===== src/uhl_params.svh =====
// Register offsets, field positions and reset values of the list control block
`ifndef UHL_PARAMS_SVH
`define UHL_PARAMS_SVH
`define UHL_ADDR_W 12
`define UHL_CTRL_OFS 12'h004
`define UHL_CMD_OFS 12'h008
`define UHL_RATIO_LSB 0
`define UHL_PLE_BIT 2
`define UHL_IE_BIT 3
`define UHL_CLE_BIT 4
`define UHL_SOC_LSB 16
`define UHL_CTRL_RST 5'h00
`define UHL_CMD_RST 4'h0
`define UHL_SOC_RST 2'h0
`define UHL_RESP_OKAY 2'h0
`define UHL_RESP_SLVERR 2'h2
`endif


===== src/uhl_pkg.sv =====
// Types shared by the list control block
`default_nettype none
package uhl_pkg;
  // Frame phase of the list scheduler
  typedef enum logic [1:0] {UHL_WAIT_SOF, UHL_PERIODIC, UHL_NONPERIODIC} uhl_phase_t;
  // AXI4-Lite master to slave
  typedef struct packed {
    logic awvalid;
    logic [11:0] awaddr;
    logic wvalid;
    logic [31:0] wdata;
    logic [3:0] wstrb;
    logic bready;
    logic arvalid;
    logic [11:0] araddr;
    logic rready;
  } uhl_axil_req_t;
  // AXI4-Lite slave to master
  typedef struct packed {
    logic awready;
    logic wready;
    logic bvalid;
    logic [1:0] bresp;
    logic arready;
    logic rvalid;
    logic [31:0] rdata;
    logic [1:0] rresp;
  } uhl_axil_rsp_t;
  // Scheduler events, one-cycle pulses except cmdClear
  typedef struct packed {
    logic sof;
    logic eof;
    logic periodicDone;
    logic isoEdSeen;
    logic ctlCheck;
    logic npDecide;
    logic ctlServed;
    logic [3:0] cmdClear;
  } uhl_sched_in_t;
  // Answers to the scheduler
  typedef struct packed {
    logic ctlGrantValid;
    logic ctlGrant;
    logic periodicRun;
    logic periodicHalt;
    logic decideValid;
    logic serveControl;
    logic overrunSet;
    logic [1:0] socCount;
    logic [3:0] cmdBits;
  } uhl_sched_out_t;
  typedef struct packed {
    logic en;
  } uhl_latch_st_t;
  typedef struct packed {
    logic [2:0] count;
    logic decideValid;
    logic serveControl;
  } uhl_arb_st_t;
endpackage : uhl_pkg
`default_nettype wire


===== src/uhl_frame_latch.sv =====
// Enable bit sampled once per frame at SOF
`default_nettype none
module uhl_frame_latch (
  input wire logic core_clk, // Clock
  input wire logic reset, // Sync reset, high
  input wire logic ce, // Clock enable
  input wire logic sof, // Frame start pulse
  input wire logic liveEn, // Software enable bit
  output logic frameEn // Enable for this frame
);
  import uhl_pkg::*;
  uhl_latch_st_t st_reg, st_next;
  // Take the live bit only at frame start
  always_comb begin
    st_next = st_reg;
    if (sof) begin
      st_next.en = liveEn;
    end
  end
  always_ff @(posedge core_clk) begin
    if (reset) begin
      st_reg <= '0;
    end else if (ce) begin
      st_reg <= st_next;
    end
  end
  assign frameEn = st_reg.en;
  // Mid-frame changes never leak in
  frame_hold_a: assert property (@(posedge core_clk) disable iff (reset)
    (!sof) |=> frameEn == $past(frameEn)) else $error("frame enable moved inside a frame");
endmodule : uhl_frame_latch
`default_nettype wire


===== src/uhl_ratio_arbiter.sv =====
// Control versus bulk choice by service ratio
`default_nettype none
module uhl_ratio_arbiter (
  input wire logic core_clk, // Clock
  input wire logic reset, // Sync reset, high
  input wire logic ce, // Clock enable
  input wire logic [1:0] ratio, // Service ratio code
  input wire logic ctlServed, // Nonempty control ED done
  input wire logic npDecide, // Decision request
  output logic decideValid, // Decision pulse
  output logic serveControl // 1 control, 0 bulk
);
  import uhl_pkg::*;
  uhl_arb_st_t st_reg, st_next;
  // Count survives frame edges; only a bulk turn clears it
  always_comb begin
    st_next = st_reg;
    st_next.decideValid = 1'b0;
    if (npDecide) begin
      st_next.decideValid = 1'b1;
      st_next.serveControl = (st_reg.count <= {1'b0, ratio});
      if (st_reg.count > {1'b0, ratio}) begin
        st_next.count = 3'h0;
      end
    end else if (ctlServed && st_reg.count != 3'h7) begin
      st_next.count = st_reg.count + 3'h1;
    end
  end
  always_ff @(posedge core_clk) begin
    if (reset) begin
      st_reg <= '0;
    end else if (ce) begin
      st_reg <= st_next;
    end
  end
  assign decideValid = st_reg.decideValid;
  assign serveControl = st_reg.serveControl;
  ratio_pick_a: assert property (@(posedge core_clk) disable iff (reset)
    (ce && npDecide) |=> decideValid && serveControl == ($past(st_reg.count) <= {1'b0, $past(ratio)}))
    else $error("ratio decision wrong");
  count_keep_a: assert property (@(posedge core_clk) disable iff (reset)
    (!npDecide && !ctlServed) |=> st_reg.count == $past(st_reg.count)) else $error("served count lost");
  bulk_turn_c: cover property (@(posedge core_clk) disable iff (reset) decideValid && !serveControl);
endmodule : uhl_ratio_arbiter
`default_nettype wire


===== src/uhl_list_control.sv =====
// List enables, command status and overrun count of the host list scheduler
//
// Local design decision: the AXI4-Lite slave port.
`include "uhl_params.svh"
`default_nettype none
module uhl_list_control (
  input wire logic core_clk, // Clock, 40 MHz
  input wire logic reset, // Sync reset, high
  input wire logic ce, // Clock enable
  input wire uhl_pkg::uhl_axil_req_t axiReq, // Bus requests
  output uhl_pkg::uhl_axil_rsp_t axiRsp, // Bus answers
  input wire uhl_pkg::uhl_sched_in_t schedIn, // Scheduler events
  output uhl_pkg::uhl_sched_out_t schedOut // Scheduler answers
);
  import uhl_pkg::*;

  // ------------------------------------------------
  // State
  // ------------------------------------------------
  typedef struct packed {
    logic [4:0] ctrl;
    logic [3:0] cmd;
    logic [1:0] soc;
    uhl_phase_t phase;
    logic periodicRun;
    logic periodicHalt;
    logic overrunSet;
    logic ctlGrantValid;
    logic ctlGrant;
    logic awHeld;
    logic [11:0] awAddr;
    logic wHeld;
    logic [31:0] wData;
    logic [3:0] wStrb;
    uhl_axil_rsp_t rsp;
  } uhl_top_st_t;

  uhl_top_st_t st_reg, st_next;
  logic fCle;
  logic fIe;
  logic fPle;
  logic wrFire;
  logic wrCtrl;
  logic wrCmd;
  logic [31:0] rdData;
  logic rdHit;
  logic [31:0] wrMask;
  logic [1:0] socInc;

  // ------------------------------------------------
  // Frame copies of the enables
  // ------------------------------------------------
  // Sampled at SOF so software edits never hit a frame in flight
  uhl_frame_latch u_cle (
    .core_clk(core_clk),
    .reset(reset),
    .ce(ce),
    .sof(schedIn.sof),
    .liveEn(st_reg.ctrl[`UHL_CLE_BIT]),
    .frameEn(fCle)
  );
  uhl_frame_latch u_ie (
    .core_clk(core_clk),
    .reset(reset),
    .ce(ce),
    .sof(schedIn.sof),
    .liveEn(st_reg.ctrl[`UHL_IE_BIT]),
    .frameEn(fIe)
  );
  uhl_frame_latch u_ple (
    .core_clk(core_clk),
    .reset(reset),
    .ce(ce),
    .sof(schedIn.sof),
    .liveEn(st_reg.ctrl[`UHL_PLE_BIT]),
    .frameEn(fPle)
  );

  // ------------------------------------------------
  // Service ratio
  // ------------------------------------------------
  uhl_ratio_arbiter u_arb (
    .core_clk(core_clk),
    .reset(reset),
    .ce(ce),
    .ratio(st_reg.ctrl[`UHL_RATIO_LSB +: 2]),
    .ctlServed(schedIn.ctlServed),
    .npDecide(schedIn.npDecide),
    .decideValid(schedOut.decideValid),
    .serveControl(schedOut.serveControl)
  );

  // ------------------------------------------------
  // Address decode and read mux
  // ------------------------------------------------
  // Byte lanes of the write strobe
  always_comb begin
    for (int i = 0; i < 4; i++) begin
      wrMask[8*i +: 8] = {8{st_reg.wStrb[i]}};
    end
  end

  assign wrFire = st_reg.awHeld && st_reg.wHeld && !st_reg.rsp.bvalid;
  assign wrCtrl = wrFire && st_reg.awAddr == `UHL_CTRL_OFS;
  assign wrCmd = wrFire && st_reg.awAddr == `UHL_CMD_OFS;

  // Reserved bits read as zero
  always_comb begin
    rdData = 32'h0000_0000;
    rdHit = 1'b1;
    if (axiReq.araddr == `UHL_CTRL_OFS) begin
      rdData[4:0] = st_reg.ctrl;
    end else if (axiReq.araddr == `UHL_CMD_OFS) begin
      rdData[3:0] = st_reg.cmd;
      rdData[`UHL_SOC_LSB +: 2] = st_reg.soc;
    end else begin
      rdHit = 1'b0;
    end
  end

  // Overrun adds one, wraps from three to zero
  assign socInc = (st_reg.phase == UHL_PERIODIC && schedIn.eof) ? 2'h1 : 2'h0;

  // ------------------------------------------------
  // Next state
  // ------------------------------------------------
  always_comb begin
    st_next = st_reg;
    st_next.periodicHalt = 1'b0;
    st_next.overrunSet = 1'b0;
    st_next.ctlGrantValid = 1'b0;

    // Write channel: address and data in either order
    if (axiReq.awvalid && st_reg.rsp.awready) begin
      st_next.awHeld = 1'b1;
      st_next.awAddr = axiReq.awaddr;
    end
    if (axiReq.wvalid && st_reg.rsp.wready) begin
      st_next.wHeld = 1'b1;
      st_next.wData = axiReq.wdata;
      st_next.wStrb = axiReq.wstrb;
    end
    if (wrFire) begin
      st_next.awHeld = 1'b0;
      st_next.wHeld = 1'b0;
      st_next.rsp.bvalid = 1'b1;
      st_next.rsp.bresp = (wrCtrl || wrCmd) ? `UHL_RESP_OKAY : `UHL_RESP_SLVERR;
    end
    if (st_reg.rsp.bvalid && axiReq.bready) begin
      st_next.rsp.bvalid = 1'b0;
    end
    st_next.rsp.awready = !st_next.awHeld && !st_next.rsp.bvalid;
    st_next.rsp.wready = !st_next.wHeld && !st_next.rsp.bvalid;

    // Read channel: data captured into the response flop
    if (axiReq.arvalid && st_reg.rsp.arready) begin
      st_next.rsp.rvalid = 1'b1;
      st_next.rsp.rdata = rdData;
      st_next.rsp.rresp = rdHit ? `UHL_RESP_OKAY : `UHL_RESP_SLVERR;
      st_next.rsp.arready = 1'b0;
    end else if (st_reg.rsp.rvalid && axiReq.rready) begin
      st_next.rsp.rvalid = 1'b0;
      st_next.rsp.arready = 1'b1;
    end
    // Read address ready rises by itself out of reset; no extra flop needed
    if (!st_reg.rsp.arready && !st_reg.rsp.rvalid) begin
      st_next.rsp.arready = 1'b1;
    end

    // Control register, plain read/write per byte lane
    if (wrCtrl) begin
      st_next.ctrl = (st_reg.ctrl & ~wrMask[4:0]) | (st_reg.wData[4:0] & wrMask[4:0]);
    end

    // Command bits: hardware clear loses to a software set
    st_next.cmd = st_reg.cmd & ~schedIn.cmdClear;
    if (wrCmd) begin
      st_next.cmd = st_next.cmd | (st_reg.wData[3:0] & wrMask[3:0]);
    end

    // Overrun count; written ones are set on top of the increment
    st_next.soc = st_reg.soc + socInc;
    if (wrCmd) begin
      st_next.soc = st_next.soc | (st_reg.wData[`UHL_SOC_LSB +: 2] & wrMask[`UHL_SOC_LSB +: 2]);
    end

    // Control list gate asked at each visit
    if (schedIn.ctlCheck) begin
      st_next.ctlGrantValid = 1'b1;
      st_next.ctlGrant = fCle;
    end

    // Frame phase sequencing
    unique case (st_reg.phase)
      UHL_WAIT_SOF: begin
      end
      UHL_PERIODIC: begin
        if (schedIn.eof) begin
          st_next.overrunSet = 1'b1;
          st_next.phase = UHL_WAIT_SOF;
        end else if (schedIn.periodicDone) begin
          st_next.phase = UHL_NONPERIODIC;
        end else if (schedIn.isoEdSeen && !fIe) begin
          st_next.periodicHalt = 1'b1;
          st_next.phase = UHL_NONPERIODIC;
        end
      end
      UHL_NONPERIODIC: begin
        if (schedIn.eof) begin
          st_next.phase = UHL_WAIT_SOF;
        end
      end
    endcase

    // A new frame starts the periodic list only if enabled
    if (schedIn.sof) begin
      st_next.phase = st_reg.ctrl[`UHL_PLE_BIT] ? UHL_PERIODIC : UHL_NONPERIODIC;
    end
    st_next.periodicRun = st_next.phase == UHL_PERIODIC;
  end

  // ------------------------------------------------
  // Registers
  // ------------------------------------------------
  // Ready flags come up one cycle after reset
  always_ff @(posedge core_clk) begin
    if (reset) begin
      st_reg <= '0;
      st_reg.ctrl <= `UHL_CTRL_RST;
      st_reg.cmd <= `UHL_CMD_RST;
      st_reg.soc <= `UHL_SOC_RST;
      st_reg.phase <= UHL_WAIT_SOF;
    end else if (ce) begin
      st_reg <= st_next;
    end
  end

  // ------------------------------------------------
  // Outputs
  // ------------------------------------------------
  // All taken straight from the state record flops
  assign axiRsp = st_reg.rsp;
  assign schedOut.ctlGrantValid = st_reg.ctlGrantValid;
  assign schedOut.ctlGrant = st_reg.ctlGrant;
  assign schedOut.periodicRun = st_reg.periodicRun;
  assign schedOut.periodicHalt = st_reg.periodicHalt;
  assign schedOut.overrunSet = st_reg.overrunSet;
  assign schedOut.socCount = st_reg.soc;
  assign schedOut.cmdBits = st_reg.cmd;

  // ------------------------------------------------
  // Checks
  // ------------------------------------------------
  // Grant answers each check with the frame copy of the enable
  ctl_grant_a: assert property (@(posedge core_clk) disable iff (reset)
    (ce && schedIn.ctlCheck) |=> schedOut.ctlGrantValid && schedOut.ctlGrant == $past(fCle))
    else $error("control grant does not follow frame enable");
  // A cleared enable shuts the control list from the next frame on
  ctl_shut_a: assert property (@(posedge core_clk) disable iff (reset)
    (ce && schedIn.sof && !st_reg.ctrl[`UHL_CLE_BIT]) |=> !fCle)
    else $error("control enable kept past sof after clear");
  // Grant level stands between two checks
  grant_hold_a: assert property (@(posedge core_clk) disable iff (reset)
    (ce && !schedIn.ctlCheck) |=> schedOut.ctlGrant == $past(schedOut.ctlGrant))
    else $error("control grant moved without a check");

  // Iso enable edits wait for the next frame
  iso_hold_a: assert property (@(posedge core_clk) disable iff (reset)
    (ce && !schedIn.sof && fIe != st_reg.ctrl[`UHL_IE_BIT]) |=> fIe == $past(fIe))
    else $error("iso enable acted within the frame");
  // Iso ED with iso off halts the periodic list
  iso_halt_a: assert property (@(posedge core_clk) disable iff (reset)
    (ce && st_reg.phase == UHL_PERIODIC && schedIn.isoEdSeen && !fIe && !schedIn.eof
    && !schedIn.periodicDone && !schedIn.sof) |=> schedOut.periodicHalt && !schedOut.periodicRun)
    else $error("periodic list not halted at iso ED");

  // Periodic list starts only when enabled at sof
  per_start_a: assert property (@(posedge core_clk) disable iff (reset)
    (ce && schedIn.sof) |=> schedOut.periodicRun == $past(st_reg.ctrl[`UHL_PLE_BIT]))
    else $error("periodic start ignores enable");
  // Periodic list never runs in a frame whose enable was clear
  per_gate_a: assert property (@(posedge core_clk) disable iff (reset)
    schedOut.periodicRun |-> fPle)
    else $error("periodic list ran while disabled");
  // Outside the periodic phase neither halt nor overrun may fire
  np_quiet_a: assert property (@(posedge core_clk) disable iff (reset)
    (ce && st_reg.phase != UHL_PERIODIC) |=> !schedOut.periodicHalt && !schedOut.overrunSet)
    else $error("halt or overrun outside periodic phase");

  // Overrun pulses the flag request and bumps the count
  overrun_count_a: assert property (@(posedge core_clk) disable iff (reset)
    (ce && st_reg.phase == UHL_PERIODIC && schedIn.eof && !schedIn.sof && !wrCmd)
    |=> schedOut.overrunSet && schedOut.socCount == 2'($past(st_reg.soc) + 2'h1))
    else $error("overrun not counted");
  // Count wraps from three to zero
  soc_wrap_a: assert property (@(posedge core_clk) disable iff (reset)
    (ce && st_reg.soc == 2'h3 && socInc == 2'h1 && !wrCmd) |=> st_reg.soc == 2'h0)
    else $error("overrun count did not wrap");
  // Count moves only on an overrun or a write
  soc_keep_a: assert property (@(posedge core_clk) disable iff (reset)
    (ce && socInc == 2'h0 && !wrCmd) |=> schedOut.socCount == $past(schedOut.socCount))
    else $error("overrun count moved on its own");

  // Reset clears enables, ratio and count
  reset_clear_a: assert property (@(posedge core_clk)
    reset |=> st_reg.soc == 2'h0 && st_reg.ctrl == 5'h00)
    else $error("reset left state behind");

  // Only the scheduler clear can drop a command bit
  cmd_sticky_a: assert property (@(posedge core_clk) disable iff (reset)
    (ce && schedIn.cmdClear == 4'h0) |=> (st_reg.cmd & $past(st_reg.cmd)) == $past(st_reg.cmd))
    else $error("command bit cleared by a write");
  // Every written one ends up set, even against a same-cycle clear
  cmd_set_a: assert property (@(posedge core_clk) disable iff (reset)
    (ce && wrCmd && st_reg.wStrb[0]) |=> (schedOut.cmdBits | ~$past(st_reg.wData[3:0])) == 4'hf)
    else $error("written command bit not set");
  // Command status reads back bits and count
  cmd_read_a: assert property (@(posedge core_clk) disable iff (reset)
    (ce && axiReq.arvalid && axiRsp.arready && axiReq.araddr == `UHL_CMD_OFS)
    |=> axiRsp.rvalid && axiRsp.rdata[3:0] == $past(st_reg.cmd)
    && axiRsp.rdata[`UHL_SOC_LSB +: 2] == $past(st_reg.soc))
    else $error("command status read wrong");

  // ------------------------------------------------
  // Cover points
  // ------------------------------------------------
  // Main scenarios the bench must reach
  overrun_c: cover property (@(posedge core_clk) disable iff (reset) schedOut.overrunSet);
  iso_halt_c: cover property (@(posedge core_clk) disable iff (reset) schedOut.periodicHalt);
  cmd_write_c: cover property (@(posedge core_clk) disable iff (reset) ce && wrCmd);
  ctl_grant_c: cover property (@(posedge core_clk) disable iff (reset) schedOut.ctlGrantValid && schedOut.ctlGrant);
endmodule : uhl_list_control
`default_nettype wire


===== config.mk =====
export PLATFORM = sky130hd
export DESIGN_NAME = uhl_list_control
export DESIGN_NICKNAME = d
export VERILOG_FILES = /design/src/uhl_pkg.sv /design/src/uhl_frame_latch.sv /design/src/uhl_ratio_arbiter.sv /design/src/uhl_list_control.sv
export VERILOG_INCLUDE_DIRS = /design/src /design/src/src
export SDC_FILE = /design/constraint.sdc
export NUM_CORES = 1
export LEC_CHECK = 0
export BUFFER_PORTS_ARGS = -buffer_cell sky130_fd_sc_hd__buf_2
export CORE_UTILIZATION = 40
export DETAILED_ROUTE_END_ITERATION = 10
export GPL_ROUTABILITY_DRIVEN = 0
export PLACE_DENSITY = 0.69
export REMOVE_ABC_BUFFERS = 1
export SKIP_CTS_REPAIR_TIMING = 1
export SLEW_MARGIN = 25
export SYNTH_ARGS = -nofsm -noshare
export SYNTH_HDL_FRONTEND = slang
export SYNTH_SLANG_ARGS = --single-unit

===== constraint.sdc =====
create_clock -name core_clk -period 1.9 [get_ports core_clk]
set_input_delay 0.095 -clock core_clk [delete_from_list [all_inputs] [get_ports core_clk]]
set_output_delay 0.095 -clock core_clk [all_outputs]
set_load 0.05 [all_outputs]

==> results.sh <==
export IMPL_required_ns=2.17
export IMPL_die_x_um=90.2
export IMPL_synth_top_area_share_pct=39.9
export IMPL_synth_seq_cells=62
export IMPL_numClockSinks=62
export IMPL_die_y_um=90.2
export IMPL_violations="negative hold slack"
export IMPL_drive_above_1_share_pct=23.5
export IMPL_ctsHtreeMaxLevel=3
export IMPL_timing_final_ws_setup_ns=0.109
export IMPL_synth_ff_type="dfxtp_1"
export IMPL_holdWs_ns=-0.0144
export IMPL_power_leakage_nw=1.60
export IMPL_cp_start_kind="flip-flop"
export IMPL_cts_tree="done"
export IMPL_fin_crit_sh_pct=94.3
export IMPL_io_buffers=78
export IMPL_min_path_type="primary input to flip-flop"
export IMPL_grt_pass1_vias=2476
export IMPL_num_rows=31
export IMPL_core_area_um2=7370
export IMPL_critPathSlowestCell="or4_4"
export IMPL_synth_edff_count=0
export IMPL_combPwrFrac_pct=14.9
export IMPL_path_cells="or4_4 -> nor4_4 -> and4_1 -> mux2i_1"
export IMPL_synthCells=378
export IMPL_critPathKind="flip-flop to flip-flop"
export IMPL_final_cell_mix="nand2_1, buf_2, dfxtp_1, a21oi_1, conb_1"
export IMPL_io_pin_count=133
export IMPL_drc=0
export IMPL_ys_types=45
export IMPL_power_total_mw=2.97
export IMPL_synth_area_per_cell_um2=8.24
export IMPL_slew_headroom_pct=61.3
export IMPL_yosysTopAreaCell="dfxtp_1"
export IMPL_clock_skew_ns=0.00637
export IMPL_hold_violations=8
export IMPL_netSwitchingFraction_pct=28.3
export IMPL_mostFrequentLayoutCell="nand2_1"
export IMPL_clock_power_share_pct=39.4
export IMPL_slowest_delay_ns=0.54
export IMPL_grt_use_total_pct=17.2
export IMPL_gr_total_overflow=0
export IMPL_fin_nets=524
export IMPL_clk_latency_ns=0.35
export IMPL_clk_pin_slew_ns=0.07
export IMPL_setup_violations=0
export IMPL_drt_pass1_iterations=4
export IMPL_drtIter0Drc=85
export IMPL_end_kind="flip-flop"
export IMPL_postSynth_asyncResetShare_pct=0
export IMPL_grt_antenna_before_repair=0
export IMPL_wirelength_um=6860
export IMPL_syn_to_final_growth_pct=15.5
export IMPL_drv_cap=0
export IMPL_detailed_place_hpwl_um=5030
export IMPL_viasPerCell=4.89
export IMPL_outcome="complete, but fails checks"
export IMPL_antennaDiodeCount=0
export IMPL_ir_drop_v=0.000546
export IMPL_synth_area_leaders="dfxtp_1, buf_4, nand2_1"
export IMPL_grt_max_degree=42
export IMPL_fin_tns_setup_ns=0
export IMPL_ctsLongestPathBuffers=2
export IMPL_die_area_um2=8140
export IMPL_powerDensity_nw_per_um2=826
export IMPL_rsz0062_at_grt="false"
export IMPL_crit_arrival_ns=2.06
export IMPL_cp_max_fo=4
export IMPL_vias=2653
export IMPL_intPower_mw=2.13
export IMPL_largest_register_ffs=25
export IMPL_worst_pin_slew_ns=0.580
export IMPL_grt_pass1_wl_um=11200
export IMPL_root_buffer="clkbuf_8"
export IMPL_ant_nets=0
export IMPL_mappedNetlistArea_um2=3110
export IMPL_fmax_ghz=0.558
export IMPL_period_needed_ns=1.79
export IMPL_n_fill_cell=745
export IMPL_ys_warn_count=0
export IMPL_p_seq_share_pct=45.7
export IMPL_seq_area_frac_synth_pct=39.9
export IMPL_cts_buffers=9
export IMPL_final_max_slew_viol_count=0
export IMPL_initial_core_util_pct=42.2
export IMPL_p_switching_uw=839
export IMPL_routedWlPerCell_um=12.7
export IMPL_dp_slack_ns=0.113
[power groups by stage]
stage,registers (mW),clock network [mW],logic [mW]
3_5_place_dp,1.39,0,0.425
2_1_floorplan,1.44,0,0.231
5_1_grt,1.36,1.26,0.478
6_report,1.36,1.17,0.442
3_3_place_gp,1.39,0,0.421
4_1_cts,1.36,1.20,0.427
[cell usage after synthesis (2+ instances only)]
cell type  number
a211o_1         3
a221oi_1        5
or4_1           4
nor2_1         11
nand4b_1        2
nor2b_1         4
inv_1           9
nand2_1        80
o311ai_0        2
clkbuf_1       11
nor3b_1         2
or3_1           2
ha_1            7
a21oi_1        42
mux2i_1         6
dfxtp_1        62
a21o_1          3
a32o_1          4
nor3_1          6
and4_1          2
nand2b_1        6
buf_4          55
o21ai_0         8
a31oi_1         2
nand3_1        13
buf_1           4
nor4_4          3
and3_1          3
[kinds of logic (layout without fill, tap and decap cells)]
logic type / after synthesis / in the layout / share of synthesized area, %
AND/OR/NAND/NOR: 144 / 144 / 23.2
buffers and inverters: 80 / 119 / 16.3
AO/OA/AOI/OAI: 77 / 77 / 15.5
flip-flops: 62 / 62 / 39.9
adder cells (fa/ha/maj): 7 / 7 / 2.81
multiplexers: 6 / 6 / 1.93
other: 1 / 27 / 0.120
XOR/XNOR: 1 / 1 / 0.281
[critical path: cells and delay by family, from the launching register on]
kind	cells	cell delay, ns
DFF	1	0.31
and+or+nand+nor	3	1.19
muxes	1	0.21
[path summary, 6_finish.rpt]
| kind | cells past startpoint | to | from | slack, ns |
|---|---|---|---|---|
| max | 4 | flip-flop | st_reg[83] | 0.11 |
| min reg2reg | 2 | st_reg[79] | st_reg[79] | 0.45 |
| min | 3 | st_reg[80] | axiReq[54] | -0.01 |
| max reg2reg | 4 | flip-flop | st_reg[83] | 0.11 |
[per-stage QoR]
step / std cells / utilization (%) / hold WS, ns / cell area (um2)
after floorplan: 334 / - / 0.164 / 2740
after global placement: 515 / 44.6 / 0.336 / 3290
after detailed placement: 515 / 44.6 / 0.341 / 3290
after CTS: 531 / 47.3 / -0.0334 / 3490
after global routing: 542 / 48.8 / 0.00306 / 3600
final: 542 / 48.8 / -0.0144 / 3600
[cell type report]
class                      count  area (um2)  share of cell area (%)
sequential                    62        1240                    34.5
multi-input combinational    262        1460                    40.7
tap                           99         124                    3.44
clock buffer                  12         155                    4.31
inverter                      10        37.5                    1.04
clock inverter                 4        45.0                    1.25
timing repair buffer          93         531                    14.8
[layer usage]
| metal | up-vias | wire length [um] | global-route usage, % |
|---|---|---|---|
| li1 | 1345 | - | - |
| met1 | 1216 | 2970 | 19.6 |
| met2 | 82 | 3380 | 29.3 |
| met3 | 10 | 456 | 6.68 |
| met4 | 0 | 62 | 5.78 |
| met5 | - | 0 | 0 |
Power figures use the tool's default switching activity.
